--- src/pkg/mfi_pkg.sv ---
// Constants shared by the multifunction input decoder
`default_nettype none
package mfi_pkg;
  // ---------------------------------------------------------------
  // Terminal function codes
  // ---------------------------------------------------------------
  localparam logic [4:0] FN_FWD_RUN = 5'h00;
  localparam logic [4:0] FN_REV_DIR = 5'h01;
  localparam logic [4:0] FN_PRESET_C = 5'h02;
  localparam logic [4:0] FN_PRESET_B = 5'h03;
  localparam logic [4:0] FN_PRESET_A = 5'h04;
  localparam logic [4:0] FN_JOG_FWD = 5'h06;
  localparam logic [4:0] FN_JOG_REV = 5'h07;
  localparam logic [4:0] FN_UP = 5'h08;
  localparam logic [4:0] FN_DOWN = 5'h09;
  localparam logic [4:0] FN_ACC2 = 5'h0a;
  localparam logic [4:0] FN_RAMP_HOLD = 5'h0b;
  localparam logic [4:0] FN_ALT_RUN = 5'h0c;
  localparam logic [4:0] FN_ALT_FREQ = 5'h0d;
  localparam logic [4:0] FN_RAPID_STOP = 5'h0e;
  localparam logic [4:0] FN_COAST = 5'h0f;
  localparam logic [4:0] FN_PID_OFF = 5'h10;
  localparam logic [4:0] FN_FAULT_RST = 5'h11;
  localparam logic [4:0] FN_AUTO_SEQ = 5'h12;
  // ---------------------------------------------------------------
  // Run wiring modes and keep-status settings
  // ---------------------------------------------------------------
  localparam logic [1:0] WIRE2_MODE1 = 2'h0;
  localparam logic [1:0] WIRE2_MODE2 = 2'h1;
  localparam logic [1:0] WIRE3_MODE = 2'h2;
  localparam logic [1:0] KEEP_HOLD_OFF = 2'h0;
  localparam logic [1:0] KEEP_ZERO = 2'h1;
  localparam logic [1:0] KEEP_HOLD_ON = 2'h2;
  // ---------------------------------------------------------------
  // Timing
  // ---------------------------------------------------------------
  localparam int CLK_PERIOD_NS = 8;
  localparam int TICK_PERIOD_NS = 1000000;
  localparam int TICK_CYCLES = TICK_PERIOD_NS / CLK_PERIOD_NS;
  localparam int UD_HOLD_S = 2;
  localparam logic [11:0] UD_HOLD_MS = 12'(UD_HOLD_S * 1000);
  localparam logic [8:0] SCAN_MIN_MS = 9'h001;
  localparam logic [8:0] SCAN_MAX_MS = 9'h190;
  // Frequencies in 0.01 Hz units
  localparam logic [15:0] SWEEP_OFFSET = 16'h01f4;
  localparam logic [15:0] UD_STEP_MAX = 16'h01f4;
  localparam logic [15:0] RAMP_STEP = 16'h0001;
endpackage
`default_nettype wire

--- src/hw/mfi_decoder.sv ---
// Multifunction digital input decoder: filter, polarity, function decode
`default_nettype none
// Overview of operation
// - Mode one: forward, reverse, both means stop
// - Mode two: run/stop input plus direction input
// - Three-wire: first three terminals fixed roles
// - Functions 4,3,2 form preset speed index
// - Jog forward/reverse; both means stop
// - Up/down step, clamp at limit and zero
// - Short press steps; held two seconds ramps
// - Function 10 selects second ramp set
// - Function 11 holds present frequency
// - Function 12 selects alternative run source
// - Function 13 selects alternative frequency source
// - Rapid stop latches until new run
// - Coast block; release sweeps around set frequency
// - Function 16 disables PID
// - Function 17 resets manual fault
// - Function 18 enables auto sequencer when assigned (only terminals four, five in three-wire), whatever the terminal level
// - Keep-status decides frequency after stop
// - Settings 0,2 copy frequency to keypad
// - Setting 1 starts from zero frequency
// - Per-terminal 1ms noise filter, 1..400
// - Per-terminal normally open/closed polarity
module mfi_decoder import mfi_pkg::*; #(
  parameter int TICK_DIV = TICK_CYCLES,
  parameter int NTERM = 5
) (
  input wire logic clk,
  input wire logic rstn,
  input wire logic input_terminal_one,
  input wire logic input_terminal_two,
  input wire logic input_terminal_three,
  input wire logic input_terminal_four,
  input wire logic input_terminal_five,
  input wire logic [4:0] func_sel_one,
  input wire logic [4:0] func_sel_two,
  input wire logic [4:0] func_sel_three,
  input wire logic [4:0] func_sel_four,
  input wire logic [4:0] func_sel_five,
  input wire logic [1:0] run_mode_sel,
  input wire logic [8:0] scan_time_ms,
  input wire logic [4:0] polarity_sel,
  input wire logic [15:0] updown_step,
  input wire logic [15:0] upper_limit,
  input wire logic [1:0] keep_status,
  input wire logic [15:0] output_freq,
  input wire logic [15:0] set_freq,
  output logic run_cmd,
  output logic reverse_cmd,
  output logic jog_fwd,
  output logic jog_rev,
  output logic [2:0] preset_index,
  output logic [15:0] updown_freq,
  output logic updown_enabled,
  output logic updown_ramping,
  output logic accel_set_two,
  output logic ramp_hold,
  output logic alt_run_src,
  output logic alt_freq_src,
  output logic rapid_stop,
  output logic coast_block,
  output logic sweep_active,
  output logic [15:0] sweep_freq,
  output logic pid_disable,
  output logic fault_reset,
  output logic auto_seq_en,
  output logic keypad_freq_load,
  output logic [15:0] keypad_freq
);
  // ---------------------------------------------------------------
  // Helpers
  // ---------------------------------------------------------------
  function automatic logic fn_on(input logic [NTERM-1:0] lvl,
                                 input logic [NTERM*5-1:0] fsel,
                                 input logic [NTERM-1:0] use_mask,
                                 input logic [4:0] code);
    logic hit;
    hit = 1'b0;
    for (int i = 0; i < NTERM; i++) begin
      if (use_mask[i] && lvl[i] && fsel[i*5 +: 5] == code) begin
        hit = 1'b1;
      end
    end
    return hit;
  endfunction

  function automatic logic [15:0] sat_add(input logic [15:0] a, input logic [15:0] b,
                                          input logic [15:0] lim);
    logic [16:0] s;
    s = {1'b0, a} + {1'b0, b};
    return (s > {1'b0, lim}) ? lim : s[15:0];
  endfunction

  function automatic logic [15:0] sat_sub(input logic [15:0] a, input logic [15:0] b);
    return (a > b) ? a - b : 16'h0000;
  endfunction

  // ---------------------------------------------------------------
  // Millisecond tick
  // ---------------------------------------------------------------
  logic [31:0] div_cnt;
  logic tick;
  wire div_end = (div_cnt == 32'(TICK_DIV - 1));
  always_ff @(posedge clk or negedge rstn) begin
    if (!rstn) begin
      div_cnt <= 32'h0;
      tick <= 1'b0;
    end else begin
      div_cnt <= div_end ? 32'h0 : div_cnt + 32'h1;
      tick <= div_end;
    end
  end

  // ---------------------------------------------------------------
  // Noise filter and polarity
  // ---------------------------------------------------------------
  wire [NTERM-1:0] raw = {input_terminal_five, input_terminal_four, input_terminal_three,
                          input_terminal_two, input_terminal_one};
  wire [NTERM*5-1:0] fsel = {func_sel_five, func_sel_four, func_sel_three,
                             func_sel_two, func_sel_one};
  wire [NTERM-1:0] corr = raw ^ polarity_sel;
  wire [8:0] scan_lim = (scan_time_ms < SCAN_MIN_MS) ? SCAN_MIN_MS :
                        (scan_time_ms > SCAN_MAX_MS) ? SCAN_MAX_MS : scan_time_ms;
  logic [NTERM-1:0] lvl;
  logic [8:0] flt_cnt [NTERM];
  always_ff @(posedge clk or negedge rstn) begin
    if (!rstn) begin
      lvl <= '0;
      for (int i = 0; i < NTERM; i++) flt_cnt[i] <= 9'h0;
    end else begin
      for (int i = 0; i < NTERM; i++) begin
        if (corr[i] == lvl[i]) begin
          flt_cnt[i] <= 9'h0;
        end else if (tick) begin
          if (flt_cnt[i] + 9'h1 >= scan_lim) begin
            lvl[i] <= corr[i];
            flt_cnt[i] <= 9'h0;
          end else begin
            flt_cnt[i] <= flt_cnt[i] + 9'h1;
          end
        end
      end
    end
  end

  // ---------------------------------------------------------------
  // Function decode
  // ---------------------------------------------------------------
  wire wire3 = (run_mode_sel == WIRE3_MODE);
  wire [NTERM-1:0] use_mask = wire3 ? 5'h18 : 5'h1f;
  wire f_fwd = fn_on(lvl, fsel, use_mask, FN_FWD_RUN);
  wire f_rev = fn_on(lvl, fsel, use_mask, FN_REV_DIR);
  wire f_pa = fn_on(lvl, fsel, use_mask, FN_PRESET_A);
  wire f_pb = fn_on(lvl, fsel, use_mask, FN_PRESET_B);
  wire f_pc = fn_on(lvl, fsel, use_mask, FN_PRESET_C);
  wire f_jf = fn_on(lvl, fsel, use_mask, FN_JOG_FWD);
  wire f_jr = fn_on(lvl, fsel, use_mask, FN_JOG_REV);
  wire f_up = fn_on(lvl, fsel, use_mask, FN_UP);
  wire f_dn = fn_on(lvl, fsel, use_mask, FN_DOWN);
  wire f_rs = fn_on(lvl, fsel, use_mask, FN_RAPID_STOP);
  wire f_bb = fn_on(lvl, fsel, use_mask, FN_COAST);
  wire f_fr = fn_on(lvl, fsel, use_mask, FN_FAULT_RST);
  wire f_auto = fn_on(5'h1f, fsel, use_mask, FN_AUTO_SEQ);

  // ---------------------------------------------------------------
  // Run and direction
  // ---------------------------------------------------------------
  logic wire3_run;
  logic run_base_q;
  logic up_q;
  logic dn_q;
  logic bb_q;
  logic fr_q;
  logic rapid_latch;
  wire next_wire3_run = (!wire3 || lvl[1]) ? 1'b0 : (lvl[0] ? 1'b1 : wire3_run);
  wire run_base = (run_mode_sel == WIRE2_MODE1) ? (f_fwd ^ f_rev) :
                  (run_mode_sel == WIRE2_MODE2) ? f_fwd :
                  wire3 ? wire3_run : 1'b0;
  wire dir_rev = (run_mode_sel == WIRE2_MODE1) ? (f_rev & ~f_fwd) :
                 (run_mode_sel == WIRE2_MODE2) ? f_rev : wire3 & lvl[2];
  wire run_rise = run_base & ~run_base_q;
  wire next_rapid = f_rs | (rapid_latch & ~run_rise);
  wire jog_both = f_jf & f_jr;
  wire run_eff = run_base & ~next_rapid & ~f_bb & ~jog_both;
  wire stop_evt = run_cmd & ~run_eff;

  // ---------------------------------------------------------------
  // Up/down frequency
  // ---------------------------------------------------------------
  logic [11:0] ud_ms;
  wire ud_held = f_up | f_dn;
  wire ud_ramp = (ud_ms == UD_HOLD_MS);
  wire up_edge = f_up & ~up_q;
  wire dn_edge = f_dn & ~dn_q;
  wire [15:0] step = (updown_step > UD_STEP_MAX) ? UD_STEP_MAX : updown_step;
  wire up_go = updown_enabled & ~f_dn & (up_edge | (ud_ramp & tick));
  wire dn_go = updown_enabled & ~f_up & (dn_edge | (ud_ramp & tick));
  wire [15:0] up_amt = ud_ramp ? RAMP_STEP : step;
  wire [15:0] next_updown_freq =
    (stop_evt && keep_status == KEEP_ZERO) ? 16'h0000 :
    up_go ? sat_add(updown_freq, up_amt, upper_limit) :
    dn_go ? sat_sub(updown_freq, up_amt) : updown_freq;
  wire next_ud_en = (stop_evt && keep_status == KEEP_HOLD_OFF) ? 1'b0 :
                    run_rise ? 1'b1 : updown_enabled;
  wire [11:0] next_ud_ms = !ud_held ? 12'h0 :
                           (tick && !ud_ramp) ? ud_ms + 12'h1 : ud_ms;

  // ---------------------------------------------------------------
  // Coast-block release sweep
  // ---------------------------------------------------------------
  wire [15:0] sweep_top = sat_add(set_freq, SWEEP_OFFSET, upper_limit);
  wire bb_fall = bb_q & ~f_bb;
  wire sweep_done = sweep_active & tick & (sweep_freq >= sweep_top);
  wire next_sweep_active = bb_fall | (sweep_active & ~sweep_done & ~f_bb);
  wire [15:0] next_sweep_freq = bb_fall ? sat_sub(set_freq, SWEEP_OFFSET) :
                                sweep_done ? set_freq :
                                (sweep_active && tick) ? sweep_freq + RAMP_STEP : sweep_freq;

  // ---------------------------------------------------------------
  // Output registers
  // ---------------------------------------------------------------
  always_ff @(posedge clk or negedge rstn) begin
    if (!rstn) begin
      wire3_run <= 1'b0;
      run_base_q <= 1'b0;
      up_q <= 1'b0;
      dn_q <= 1'b0;
      bb_q <= 1'b0;
      fr_q <= 1'b0;
      rapid_latch <= 1'b0;
      ud_ms <= 12'h0;
      run_cmd <= 1'b0;
      reverse_cmd <= 1'b0;
      jog_fwd <= 1'b0;
      jog_rev <= 1'b0;
      preset_index <= 3'h0;
      updown_freq <= 16'h0000;
      updown_enabled <= 1'b1;
      updown_ramping <= 1'b0;
      accel_set_two <= 1'b0;
      ramp_hold <= 1'b0;
      alt_run_src <= 1'b0;
      alt_freq_src <= 1'b0;
      rapid_stop <= 1'b0;
      coast_block <= 1'b0;
      sweep_active <= 1'b0;
      sweep_freq <= 16'h0000;
      pid_disable <= 1'b0;
      fault_reset <= 1'b0;
      auto_seq_en <= 1'b0;
      keypad_freq_load <= 1'b0;
      keypad_freq <= 16'h0000;
    end else begin
      wire3_run <= next_wire3_run;
      run_base_q <= run_base;
      up_q <= f_up;
      dn_q <= f_dn;
      bb_q <= f_bb;
      fr_q <= f_fr;
      rapid_latch <= next_rapid;
      ud_ms <= next_ud_ms;
      run_cmd <= run_eff;
      reverse_cmd <= dir_rev;
      jog_fwd <= f_jf & ~jog_both;
      jog_rev <= f_jr & ~jog_both;
      preset_index <= {f_pa, f_pb, f_pc};
      updown_freq <= next_updown_freq;
      updown_enabled <= next_ud_en;
      updown_ramping <= ud_ramp;
      accel_set_two <= fn_on(lvl, fsel, use_mask, FN_ACC2) | next_rapid;
      ramp_hold <= fn_on(lvl, fsel, use_mask, FN_RAMP_HOLD);
      alt_run_src <= fn_on(lvl, fsel, use_mask, FN_ALT_RUN);
      alt_freq_src <= fn_on(lvl, fsel, use_mask, FN_ALT_FREQ);
      rapid_stop <= next_rapid;
      coast_block <= f_bb;
      sweep_active <= next_sweep_active;
      sweep_freq <= next_sweep_freq;
      pid_disable <= fn_on(lvl, fsel, use_mask, FN_PID_OFF);
      fault_reset <= f_fr & ~fr_q;
      auto_seq_en <= f_auto;
      keypad_freq_load <= stop_evt && keep_status != KEEP_ZERO;
      if (stop_evt && keep_status != KEEP_ZERO) begin
        keypad_freq <= output_freq;
      end
    end
  end
endmodule // mfi_decoder
`default_nettype wire

--- config.mk ---
export PLATFORM = sky130hd
export DESIGN_NAME = mfi_decoder
export DESIGN_NICKNAME = d
export VERILOG_FILES = /design/src/pkg/mfi_pkg.sv /design/src/hw/mfi_decoder.sv
export SDC_FILE = /design/constraint.sdc
export NUM_CORES = 1
export LEC_CHECK = 0
export BUFFER_PORTS_ARGS = -buffer_cell sky130_fd_sc_hd__clkbuf_2
export CORE_UTILIZATION = 54
export CTS_CLUSTER_SIZE = 10
export DETAILED_ROUTE_END_ITERATION = 10
export PLACE_DENSITY = 0.77
export SETUP_SLACK_MARGIN = 0.05
export SKIP_CTS_REPAIR_TIMING = 1
export SYNTH_ARGS = -nofsm -noshare
export SYNTH_HDL_FRONTEND = slang
export SYNTH_SLANG_ARGS = --single-unit
--- constraint.sdc ---
create_clock -name clk -period 9.73 [get_ports clk]
set_clock_uncertainty 0.15 [all_clocks]
set_input_delay 1.946 -clock clk [delete_from_list [all_inputs] [get_ports clk]]
set_output_delay 1.946 -clock clk [all_outputs]
set_load 0.005 [all_outputs]
==> results of run 1 <==
-- stage by stage --
| step | power, uW | instance area (sq um) | util, % | setup slack [ps] |
|---|---|---|---|---|
| detailed placement | 1060 | 14800 | 60.3 | 1070 |
| global placement | 1050 | 14800 | 60.3 | 1320 |
| CTS | 1730 | 15300 | 62.6 | 1490 |
| global route | 1800 | 15300 | 62.6 | 1030 |
| floorplan | 940 | 13700 | - | 2470 |
| finish | 1720 | 15300 | 62.6 | 1390 |
-- sequential cells by signal, indices dropped and copies added (netlist names), 3 cells and up --
register,flops
updown_freq,16
ud_ms,12
sweep_freq,16
div_cnt,32
lvl,5
flt_cnt,45
keypad_freq,16
preset_index,3
-- how the worst min path moves through the flow --
stage,end,cells past startpoint
3_3_place_gp,fault_reset,1
5_1_grt,fault_reset,1
3_5_place_dp,fault_reset,1
6_report,fault_reset,1
4_1_cts,fault_reset,1
2_1_floorplan,fault_reset,1
-- power by group through the flow --
| stage | clock (uW) | sequential, uW | combinational, uW |
|---|---|---|---|
| floorplan | 0 | 749 | 191 |
| detailed placement | 0 | 753 | 310 |
| global placement | 0 | 752 | 301 |
| global route | 706 | 742 | 349 |
| finish | 669 | 740 | 313 |
| CTS | 678 | 740 | 311 |
-- kinds of logic after synthesis --
group	count (synthesis)	share of synthesized area, %
other cells	2	0.0550
buf+inv	125	3.95
mux	28	2.13
compound gates	374	18.2
fa+ha+maj	141	13.0
flops	168	30.8
xor+xnor	136	8.72
simple gates	624	23.1
-- final cells by class --
class,instances,area (sq um)
fill,2167,9180
tap,324,405
timing repair buffer,186,950
multi-input combinational,1317,8960
clock inverter,15,140
sequential,168,4210
inverter,71,267
clock buffer,17,425
-- critical path: stages --
cell and delay [ps]:
sky130_fd_sc_hd__clkbuf_2 150, sky130_fd_sc_hd__or3_1 430, sky130_fd_sc_hd__a21oi_1 210, sky130_fd_sc_hd__nor3b_1 560
sky130_fd_sc_hd__and3b_1 260, sky130_fd_sc_hd__xor2_1 160, sky130_fd_sc_hd__ha_1 310, sky130_fd_sc_hd__nand4_1 110
sky130_fd_sc_hd__nor2_1 130, sky130_fd_sc_hd__o21ai_0 100, sky130_fd_sc_hd__a211oi_1 230, sky130_fd_sc_hd__o41ai_1 140
sky130_fd_sc_hd__o21ai_1 580, sky130_fd_sc_hd__buf_4 310, sky130_fd_sc_hd__mux2_2 340, sky130_fd_sc_hd__ha_1 260
sky130_fd_sc_hd__nand2b_1 140, sky130_fd_sc_hd__a21o_1 170, sky130_fd_sc_hd__a21oi_1 160, sky130_fd_sc_hd__o211ai_1 170
sky130_fd_sc_hd__a31oi_2 930, sky130_fd_sc_hd__buf_4 280, sky130_fd_sc_hd__a21oi_1 90, sky130_fd_sc_hd__o221ai_1 220
sky130_fd_sc_hd__o31ai_1 100
-- cells in the mapped netlist, types with 33 or more instances --
master and instances:
sky130_fd_sc_hd__o21ai_0 57, sky130_fd_sc_hd__dfrtp_1 167, sky130_fd_sc_hd__nand2b_1 47, sky130_fd_sc_hd__a21oi_1 89
sky130_fd_sc_hd__nor3_1 38, sky130_fd_sc_hd__inv_1 70, sky130_fd_sc_hd__nand2_1 158, sky130_fd_sc_hd__nor4_1 33
sky130_fd_sc_hd__xor2_1 56, sky130_fd_sc_hd__nand3_1 71, sky130_fd_sc_hd__ha_1 139, sky130_fd_sc_hd__xnor2_1 80
sky130_fd_sc_hd__nor2_1 134
-- routing by layer --
metal  vias to the layer above  share of wire [%]  GRT usage [%]
met5                         -                  0              0
met4                         0                2.5           9.01
met3                        67                7.0           5.68
met2                       458                 46           46.0
met1                      6029                 45           38.3
li1                       6128                  -              -
==> insert_results.sql, run 1 <==
INSERT INTO impl_metrics (metric_group, metric, value, unit) VALUES
('status', 'outcome', 'complete, no violations', ''),
('logic_synthesis', 'yosys.area.top_type', 'sky130_fd_sc_hd__dfrtp_1', ''),
('route', 'routed_length_per_placed_instance', '17.6', 'um'),
('floorplan', 'die_w', '161', 'um'),
('logic_synthesis', 'syn_area', '13700', 'sq um'),
('cts', 'buffer_cell_driving_the_clock_tree_root', 'sky130_fd_sc_hd__clkbuf_16', ''),
('logic_synthesis', 'postSynth.asyncResetShare', '100', '%'),
('setup_path', 'worst_setup_path_endpoint', 'sweep_freq[8]', ''),
('min_path', 'timing.hold.worst.class', 'reg -> reg', ''),
('cts', 'clock_buffers_created_by_tritoncts', '17', ''),
('placed_design', 'numPortBuffers', '181', ''),
('placed_design', 'dp_cells', '2066', ''),
('timing', 'hold_violations', '0', ''),
('final_layout', 'antennaDiodeCount', '0', ''),
('power_and_ir_drop', 'power.sequential.fraction', '43.0', '%'),
('floorplan', 'io_pins', '182', ''),
('setup_path', 'cp-end-kind', 'flip-flop', ''),
('power_and_ir_drop', 'power_per_cell_area', '112', 'nW/um^2'),
('route', 'antenna_left', '0', ''),
('power_and_ir_drop', 'switching_power', '541', 'uW'),
('logic_synthesis', 'synth_seq_cells', '168', ''),
('logic_synthesis', 'netlist-cell-type-count', '86', ''),
('setup_path', 'timing.critical_path.required', '9880', 'ps'),
('route', 'firstDrtPassIters', '6', ''),
('setup_path', 'start_kind', 'input pin', ''),
('grt', 'globalRoute.totalOverflow', '0', ''),
('setup_path', 'path_class', 'in -> reg', ''),
('cts', 'clock-sinks', '168', ''),
('timing', 'max_slew_margin', '19.4', '%'),
('grt', 'grt_first_pass_wirelength', '59800', 'um'),
('floorplan', 'die_height', '161', 'um'),
('floorplan', 'num_rows', '57', ''),
('timing', 'final-max-slew-violation-count', '0', ''),
('placed_design', 'gp_congestion', '0.966', ''),
('grt', 'globalRouteTotalUtil', '28.5', '%'),
('logic_synthesis', 'synth_top_flop_cell', 'sky130_fd_sc_hd__dfrtp_1', ''),
('setup_path', 'ff2ff_path_depth', '23', ''),
('grt', 'vias_in_the_first_global_route', '12000', ''),
('route', 'drt-vias-per-instance', '6.04', ''),
('timing', 'setup_viol', '0', ''),
('final_layout', 'instances_no_fill', '2098', ''),
('route', 'route.vias.total', '12700', ''),
('setup_path', 'worstSetupStartpoint', 'set_freq[5]', ''),
('cts', 'htree_levels', '4', ''),
('power_and_ir_drop', 'share_clk_of_total_power', '38.8', '%'),
('timing', 'rsz0062_at_grt', 'false', ''),
('cts', 'clk_pin_slew', '70', 'ps'),
('setup_path', 'worstReg2RegEnd', 'updown_freq[13]', ''),
('setup_path', 'worst-path-max-fanout', '23', ''),
('route', 'count_of_routing_violations_after_the_opening_detailed_route_iteration', '1026', ''),
('floorplan', 'core-area', '24500', 'sq um'),
('setup_path', 'crit-reg2reg-launch', 'ud_ms[0]', ''),
('power_and_ir_drop', 'vdd_drop_max', '0.000108', 'V'),
('logic_synthesis', 'synthTopCellsByArea', 'sky130_fd_sc_hd__dfrtp_1 31%, sky130_fd_sc_hd__ha_1 13%, sky130_fd_sc_hd__xnor2_1 5.1%', ''),
('floorplan', 'floorplan.initialDensity', '55.7', '%'),
('grt', 'pin_count_of_the_biggest_net_entering_global_routing', '92', ''),
('final_layout', 'final_common_cell', 'sky130_fd_sc_hd__clkbuf_2', ''),
('final_layout', 'area_added_between_synthesis_and_finish', '12.4', '%'),
('cts', 'cts.path.max_buffers', '2', ''),
('timing', 'period_minus_slack', '8340', 'ps'),
('logic_synthesis', 'synth-seq-area-share', '30.8', '%'),
('min_path', 'hold_start', 'fr_q', ''),
('final_layout', 'finalNetCount', '2016', ''),
('power_and_ir_drop', 'logic_pwr_share', '18.2', '%'),
('cts', 'clk_latency', '440', 'ps'),
('logic_synthesis', 'postSynthAreaPerCell', '8.54', 'sq um'),
('flow_run', 'maxCapViolations', '0', ''),
('cts', 'cts_tree', 'built', ''),
('power_and_ir_drop', 'power.switching_fraction', '31.4', '%'),
('timing', 'finalSetupTns', '0', 'ps'),
('final_layout', 'layout_common_cells', '180 x sky130_fd_sc_hd__clkbuf_2, 167 x sky130_fd_sc_hd__dfrtp_1, 158 x sky130_fd_sc_hd__nand2_1', '');
(Power assumes the default switching activity.)
==> inputs of run 2 (changes only) <==
MAX_ROUTING_LAYER = met4   (was unset)
RECOVER_POWER = 50   (was unset)
clock period = 10.1 ns   (was 9.73 ns; I/O delays follow)
==> run 2 against run 1 <==
Compared with the run above:
- the flow now finishes with violations (capacitance limit, slew limit)
- sequential power down 3.8%
- sequential share of layout area up 0.067 points
- register-to-register slack better by 440 ps
- power down 3.8%
- first-iteration DRC count up 8.1%
- die area unchanged
- largest cell class unchanged
- largest power group unchanged
- highest routed layer unchanged
==> insert_results.sql, run 2 (same netlist as run 1, synthesis figures left out) <==
INSERT INTO impl_metrics (metric_group, metric, value, unit) VALUES
('placed_design', 'numPortBuffers', '181', ''),
('cts', 'cts_tree', 'built', ''),
('setup_path', 'slowest_delay', '890', 'ps'),
('timing', 'period_minus_slack', '7330', 'ps'),
('route', 'drt-vias-per-instance', '5.99', ''),
('route', 'routed_wirelength', '36800', 'um'),
('timing', 'final.period_utilization', '72.6', '%'),
('final_layout', 'layout_common_cells', '167 x sky130_fd_sc_hd__dfrtp_1, 158 x sky130_fd_sc_hd__nand2_1, 153 x sky130_fd_sc_hd__clkbuf_2', ''),
('setup_path', 'crit_slowest_cell', 'sky130_fd_sc_hd__a21boi_2', ''),
('cts', 'buffer_cell_driving_the_clock_tree_root', 'sky130_fd_sc_hd__clkbuf_16', ''),
('grt', 'globalRouteTotalUtil', '29.4', '%'),
('setup_path', 'worst_setup_path_endpoint', 'updown_freq[13]', ''),
('cts', 'clk_latency', '440', 'ps'),
('flow_run', 'maxCapViolations', '2', ''),
('final_layout', 'finalNetCount', '2018', ''),
('power_and_ir_drop', 'power.sequential.fraction', '43.0', '%'),
('final_layout', 'final_common_cell', 'sky130_fd_sc_hd__dfrtp_1', ''),
('floorplan', 'num_rows', '57', ''),
('cts', 'clock-sinks', '168', ''),
('grt', 'vias_in_the_first_global_route', '11900', ''),
('grt', 'pin_count_of_the_biggest_net_entering_global_routing', '93', ''),
('power_and_ir_drop', 'logic_pwr_share', '18.0', '%'),
('cts', 'clk_pin_slew', '70', 'ps'),
('route', 'firstDrtPassIters', '6', ''),
('power_and_ir_drop', 'power.static_leakage', '0.00742', 'uW'),
('final_layout', 'largest_registers', 'flt_cnt x45, div_cnt x32', ''),
('power_and_ir_drop', 'power.switching_fraction', '31.3', '%'),
('setup_path', 'number_of_cells_on_the_critical_path', '24', ''),
('min_path', 'timing.hold.worst.class', 'reg -> reg', ''),
('setup_path', 'worstSetupStartpoint', 'updown_step[13]', ''),
('setup_path', 'cp-end-kind', 'flip-flop', ''),
('setup_path', 'crit-reg2reg-launch', 'ud_ms[0]', ''),
('cts', 'cts.path.max_buffers', '2', ''),
('cts', 'htree_levels', '4', ''),
('setup_path', 'ff2ff_path_depth', '23', ''),
('floorplan', 'die_height', '161', 'um'),
('floorplan', 'floorplan.initialDensity', '55.7', '%'),
('timing', 'finalSetupTns', '0', 'ps'),
('timing', 'worst_slew_pin_slew', '5030', 'ps'),
('timing', 'setup_viol', '0', ''),
('grt', 'antenna_found_initial', '0', ''),
('setup_path', 'timing.critical_path.required', '10270', 'ps'),
('timing', 'hold-worst-slack', '261', 'ps'),
('placed_design', 'dp.final_hpwl', '27900', 'um'),
('final_layout', 'area_added_between_synthesis_and_finish', '12.2', '%'),
('timing', 'rsz0062_at_grt', 'false', ''),
('timing', 'final-max-slew-violation-count', '126', ''),
('route', 'routed_length_per_placed_instance', '17.5', 'um'),
('final_layout', 'largest-register', 'flt_cnt', ''),
('final_layout', 'largest_register_ff_count', '45', ''),
('timing', 'achievable-frequency', '136', 'MHz'),
('setup_path', 'timing.critical_path.cells', 'clkbuf_2 -> nor4_1 -> nand2_1 -> a31oi_1 -> nand2_1 -> nand2_1 -> ha_1 -> inv_1 -> fa_1 -> o21bai_1 -> a21oi_1 -> o21bai_1 -> a31o_2 -> a21oi_1 -> o21ai_0 -> xnor2_1 -> ha_1 -> a41o_1 -> a2111oi_0 -> a21oi_1 -> a21boi_2 -> mux2i_1 -> nor2_1 -> a221o_1', ''),
('floorplan', 'io_pins', '182', ''),
('setup_path', 'critical-path-top-delay-family', 'compound AO/OA/AOI/OAI gates', ''),
('timing', 'max_slew_margin', '-235', '%'),
('setup_path', 'start_kind', 'input pin', ''),
('final_layout', 'final_util', '62.4', '%'),
('route', 'count_of_routing_violations_after_the_opening_detailed_route_iteration', '1109', ''),
('status', 'failed_checks', 'capacitance limit, slew limit', ''),
('route', 'route.vias.total', '12600', ''),
('final_layout', 'antennaDiodeCount', '0', ''),
('setup_path', 'cp_data_arrival_time', '7500', 'ps'),
('power_and_ir_drop', 'power_per_cell_area', '108', 'nW/um^2'),
('status', 'outcome', 'finished with violations', ''),
('floorplan', 'dieArea', '25900', 'sq um'),
('power_and_ir_drop', 'share_clk_of_total_power', '39.0', '%'),
('setup_path', 'timing.critical_path.buf_inv', '2', ''),
('setup_path', 'path_class', 'in -> reg', ''),
('timing', 'final_critical_path_setup_slack', '2770', 'ps'),
('setup_path', 'ff2ff_setup_slack', '3440', 'ps'),
('power_and_ir_drop', 'cell_internal_pwr', '1140', 'uW'),
('floorplan', 'core-area', '24500', 'sq um'),
('placed_design', 'preCtsSetupSlack', '2410', 'ps'),
('setup_path', 'worst-path-max-fanout', '30', ''),
('setup_path', 'worstReg2RegEnd', 'updown_freq[13]', ''),
('placed_design', 'gp_congestion', '0.988', ''),
('power_and_ir_drop', 'vdd_drop_max', '0.000118', 'V'),
('final_layout', 'proportion_of_layout_cells_with_a_drive_suffix_above_1', '12.4', '%'),
('grt', 'grt_first_pass_wirelength', '59700', 'um'),
('route', 'antenna_left', '0', ''),
('route', 'drc', '0', ''),
('timing', 'hold_violations', '0', ''),
('cts', 'clock_buffers_created_by_tritoncts', '17', ''),
('floorplan', 'die_w', '161', 'um'),
('grt', 'globalRoute.totalOverflow', '0', ''),
('power_and_ir_drop', 'switching_power', '518', 'uW');
run 2: final cells by class:
| type | count | area, sq um |
|---|---|---|
| Multi-Input combinational cell | 1317 | 8940 |
| Tap cell | 324 | 405 |
| Fill cell | 2123 | 9220 |
| Sequential cell | 168 | 4210 |
| Clock buffer | 17 | 425 |
| Inverter | 71 | 267 |
| Clock inverter | 15 | 149 |
| Timing Repair Buffer | 188 | 923 |
run 2: how the worst min path moves through the flow:
stage,startpoint,end,cells after the start
after floorplan,fr_q,fault_reset,1
after global placement,fr_q,fault_reset,1
after detailed placement,fr_q,fault_reset,1
after CTS,fr_q,fault_reset,1
after global routing,fr_q,fault_reset,1
final,fr_q,fault_reset,1
run 2: worst reg2reg max path, cell delays in order (launching register included):
cell	delay, ps
sky130_fd_sc_hd__dfrtp_1	400
sky130_fd_sc_hd__inv_1	100
sky130_fd_sc_hd__ha_1	160
sky130_fd_sc_hd__nor4bb_1	270
sky130_fd_sc_hd__nand4_1	660
sky130_fd_sc_hd__nand2_1	360
sky130_fd_sc_hd__ha_1	200
sky130_fd_sc_hd__inv_1	50
sky130_fd_sc_hd__fa_1	420
sky130_fd_sc_hd__o21bai_1	180
sky130_fd_sc_hd__a21oi_1	130
sky130_fd_sc_hd__o21bai_1	230
sky130_fd_sc_hd__a31o_2	220
sky130_fd_sc_hd__a21oi_1	60
sky130_fd_sc_hd__o21ai_0	230
sky130_fd_sc_hd__xnor2_1	200
sky130_fd_sc_hd__ha_1	290
sky130_fd_sc_hd__a41o_1	180
sky130_fd_sc_hd__a2111oi_0	400
sky130_fd_sc_hd__a21oi_1	160
sky130_fd_sc_hd__a21boi_2	890
sky130_fd_sc_hd__mux2i_1	290
sky130_fd_sc_hd__nor2_1	60
sky130_fd_sc_hd__a221o_1	250
run 2: per-layer routing:
layer	routed length, um	share of wire, %	GRT usage, %	vias up
met2	16500	45	44.6	507
met1	16300	44	38.6	5882
met4	1240	3.4	12.1	0
met3	2650	7.2	5.37	83
met5	0	0	-	-
li1	-	-	-	6115
run 2: through the flow:
step                      instance area, sq um  power, uW  std cells
after CTS                                15400       1670       2100
final                                    15300       1660       2100
after global routing                     15300       1730       2100
after floorplan                          13700        906       1610
after global placement                   14800       1010       2068
after detailed placement                 14800       1020       2068
run 2: power by group through the flow:
| stage | combinational [uW] | sequential (uW) | clock [uW] |
|---|---|---|---|
| after floorplan | 184 | 722 | 0 |
| after global placement | 290 | 724 | 0 |
| after detailed placement | 297 | 725 | 0 |
| after CTS | 299 | 711 | 661 |
| after global routing | 335 | 714 | 684 |
| final | 298 | 712 | 647 |
==> inputs of run 3 (changes only) <==
PLACE_DENSITY = 0.8   (was 0.77)
clock period = 6.15 ns   (was 10.1 ns; I/O delays follow)
==> run 3 against run 2 <==
Compared with the run above:
- the flow still finishes with violations (capacitance limit, slew limit)
- combinational power increased by 96%
- clock-buffer cell count unchanged
- via count increased by 3.4%
- global-route usage increased by 0.93 points
- critical path type unchanged
- hold slack improved by 46 ps
- critical path depth increased by 4
- die area unchanged
- first-iteration DRC count increased by 17%
- routed wire length increased by 4.2%
- sequential cell count unchanged
- clock power increased by 68%
- largest cell class unchanged
==> insert_results.sql, run 3 (same netlist as run 1, synthesis figures left out) <==
INSERT INTO impl_metrics (metric_group, metric, value, unit) VALUES
('timing', 'hold_violations', '0', ''),
('floorplan', 'floorplan.initialDensity', '55.7', '%'),
('timing', 'achievable-frequency', '165', 'MHz'),
('timing', 'final_critical_path_setup_slack', '83.2', 'ps'),
('timing', 'final-max-slew-violation-count', '93', ''),
('route', 'routed_wirelength', '38300', 'um'),
('cts', 'cts_tree', 'built', ''),
('placed_design', 'gp_congestion', '0.984', ''),
('route', 'routed_length_per_placed_instance', '17.9', 'um'),
('grt', 'pin_count_of_the_biggest_net_entering_global_routing', '93', ''),
('final_layout', 'area_added_between_synthesis_and_finish', '16.1', '%'),
('timing', 'setup_viol', '0', ''),
('final_layout', 'largest_registers', 'flt_cnt x45, div_cnt x32', ''),
('placed_design', 'dp.final_hpwl', '29000', 'um'),
('grt', 'antenna_found_initial', '0', ''),
('route', 'antenna_left', '0', ''),
('final_layout', 'finalNetCount', '2064', ''),
('grt', 'globalRouteTotalUtil', '30.3', '%'),
('timing', 'worst_slew_pin_slew', '4100', 'ps'),
('floorplan', 'core-area', '24500', 'sq um'),
('route', 'route.vias.total', '13000', ''),
('cts', 'clock-sinks', '168', ''),
('flow_run', 'maxCapViolations', '1', ''),
('floorplan', 'num_rows', '57', ''),
('timing', 'hold-worst-slack', '306', 'ps'),
('setup_path', 'crit-reg2reg-launch', 'ud_ms[0]', ''),
('setup_path', 'start_kind', 'input pin', ''),
('final_layout', 'layout_common_cells', '167 x sky130_fd_sc_hd__dfrtp_1, 162 x sky130_fd_sc_hd__clkbuf_2, 157 x sky130_fd_sc_hd__nand2_1', ''),
('setup_path', 'cp-end-kind', 'flip-flop', ''),
('timing', 'final.period_utilization', '98.6', '%'),
('final_layout', 'largest-register', 'flt_cnt', ''),
('cts', 'cts.path.max_buffers', '2', ''),
('placed_design', 'preCtsSetupSlack', '-217', 'ps'),
('floorplan', 'io_pins', '182', ''),
('grt', 'grt_first_pass_wirelength', '61900', 'um'),
('final_layout', 'final_common_cell', 'sky130_fd_sc_hd__dfrtp_1', ''),
('final_layout', 'proportion_of_layout_cells_with_a_drive_suffix_above_1', '16.1', '%'),
('setup_path', 'path_class', 'in -> reg', ''),
('floorplan', 'dieArea', '25900', 'sq um'),
('route', 'drt-vias-per-instance', '6.07', ''),
('setup_path', 'cp_data_arrival_time', '6190', 'ps'),
('cts', 'clk_latency', '440', 'ps'),
('status', 'outcome', 'finished with violations', ''),
('min_path', 'timing.hold.worst.class', 'reg -> reg', ''),
('setup_path', 'worst-path-max-fanout', '7', ''),
('power_and_ir_drop', 'power_per_cell_area', '179', 'nW/um^2'),
('cts', 'htree_levels', '4', ''),
('floorplan', 'die_height', '161', 'um'),
('status', 'failed_checks', 'capacitance limit, slew limit', ''),
('setup_path', 'timing.critical_path.required', '6270', 'ps'),
('floorplan', 'die_w', '161', 'um'),
('cts', 'buffer_cell_driving_the_clock_tree_root', 'sky130_fd_sc_hd__clkbuf_16', ''),
('grt', 'vias_in_the_first_global_route', '12300', ''),
('placed_design', 'numPortBuffers', '181', ''),
('cts', 'clk_pin_slew', '70', 'ps'),
('setup_path', 'worstSetupStartpoint', 'set_freq[5]', ''),
('timing', 'rsz0062_at_grt', 'true', ''),
('timing', 'max_slew_margin', '-173', '%'),
('cts', 'clock_buffers_created_by_tritoncts', '17', ''),
('power_and_ir_drop', 'vdd_drop_max', '0.000151', 'V'),
('route', 'firstDrtPassIters', '6', ''),
('final_layout', 'antennaDiodeCount', '0', ''),
('route', 'drc', '0', ''),
('min_path', 'hold_start', 'fr_q', ''),
('final_layout', 'largest_register_ff_count', '45', ''),
('power_and_ir_drop', 'power.static_leakage', '0.00773', 'uW'),
('route', 'count_of_routing_violations_after_the_opening_detailed_route_iteration', '1300', ''),
('timing', 'period_minus_slack', '6070', 'ps'),
('grt', 'globalRoute.totalOverflow', '0', '');
run 3: critical path, stage by stage:
cell and delay, ps:
sky130_fd_sc_hd__buf_6 90, sky130_fd_sc_hd__or3_4 380, sky130_fd_sc_hd__or4_4 450, sky130_fd_sc_hd__nand2_4 100
sky130_fd_sc_hd__xnor2_2 70, sky130_fd_sc_hd__ha_1 330, sky130_fd_sc_hd__a21oi_2 140, sky130_fd_sc_hd__nor2b_1 50
sky130_fd_sc_hd__o21ai_1 120, sky130_fd_sc_hd__nand2b_1 60, sky130_fd_sc_hd__a21oi_1 160, sky130_fd_sc_hd__nor2b_1 70
sky130_fd_sc_hd__o41ai_2 370, sky130_fd_sc_hd__o21ai_2 170, sky130_fd_sc_hd__buf_4 190, sky130_fd_sc_hd__mux2i_1 130
sky130_fd_sc_hd__ha_1 180, sky130_fd_sc_hd__a21o_1 150, sky130_fd_sc_hd__a21o_1 170, sky130_fd_sc_hd__a21o_1 170
sky130_fd_sc_hd__a221o_1 390, sky130_fd_sc_hd__a31oi_4 220, sky130_fd_sc_hd__buf_12 160, sky130_fd_sc_hd__buf_8 130
sky130_fd_sc_hd__mux2i_1 190, sky130_fd_sc_hd__nor2_1 60, sky130_fd_sc_hd__a21oi_1 140, sky130_fd_sc_hd__o22ai_1 100
run 3: area by class of cell:
type | instances | area, sq um
clock buffers | 17 | 425
inverters | 71 | 267
clock inverters | 15 | 169
well taps | 324 | 405
flip-flops and latches | 168 | 4210
multi-input cells | 1317 | 9050
fillers | 2068 | 8680
repair buffers | 234 | 1330
run 3: report_power, final:
group / internal, uW / switching, uW
sequential: 1140 / 33.1
combinational: 253 / 331
clock: 550 / 539
total: 1940 / 903
run 3: through the flow:
step | setup TNS, ps | instance area, sq um | util, % | cells | total power (uW)
6_report | 0 | 15900 | 64.6 | 2146 | 2840
5_1_grt | -94.9 | 15900 | 64.6 | 2146 | 2970
4_1_cts | 0 | 15700 | 64.0 | 2136 | 2800
3_5_place_dp | -1740 | 15100 | 61.6 | 2104 | 1710
3_3_place_gp | -21.1 | 15100 | 61.6 | 2104 | 1700
2_1_floorplan | 0 | 13700 | - | 1610 | 1490
run 3: routing by layer:
| layer | vias to the layer above | share of wire (%) | wire length, um | global-route usage (%) |
|---|---|---|---|---|
| met2 | 562 | 46 | 17800 | 47.0 |
| met5 | - | 0 | 0 | - |
| met1 | 6147 | 44 | 17000 | 40.7 |
| met4 | 0 | 2.3 | 870 | 9.73 |
| met3 | 88 | 6.9 | 2660 | 4.52 |
| li1 | 6219 | - | - | - |
run 3: path summary, 6_finish.rpt:
path	endpoint	slack, ps	cells after the start
worst max-delay path	sweep_freq[10]	80	28
worst min-delay path	fault_reset	310	1
worst max register to register	updown_freq[11]	670	25
worst min register to register	fault_reset	310	1
max in group asynchronous	div_cnt[25]	910	2
min in group asynchronous	flt_cnt[38]	2210	1
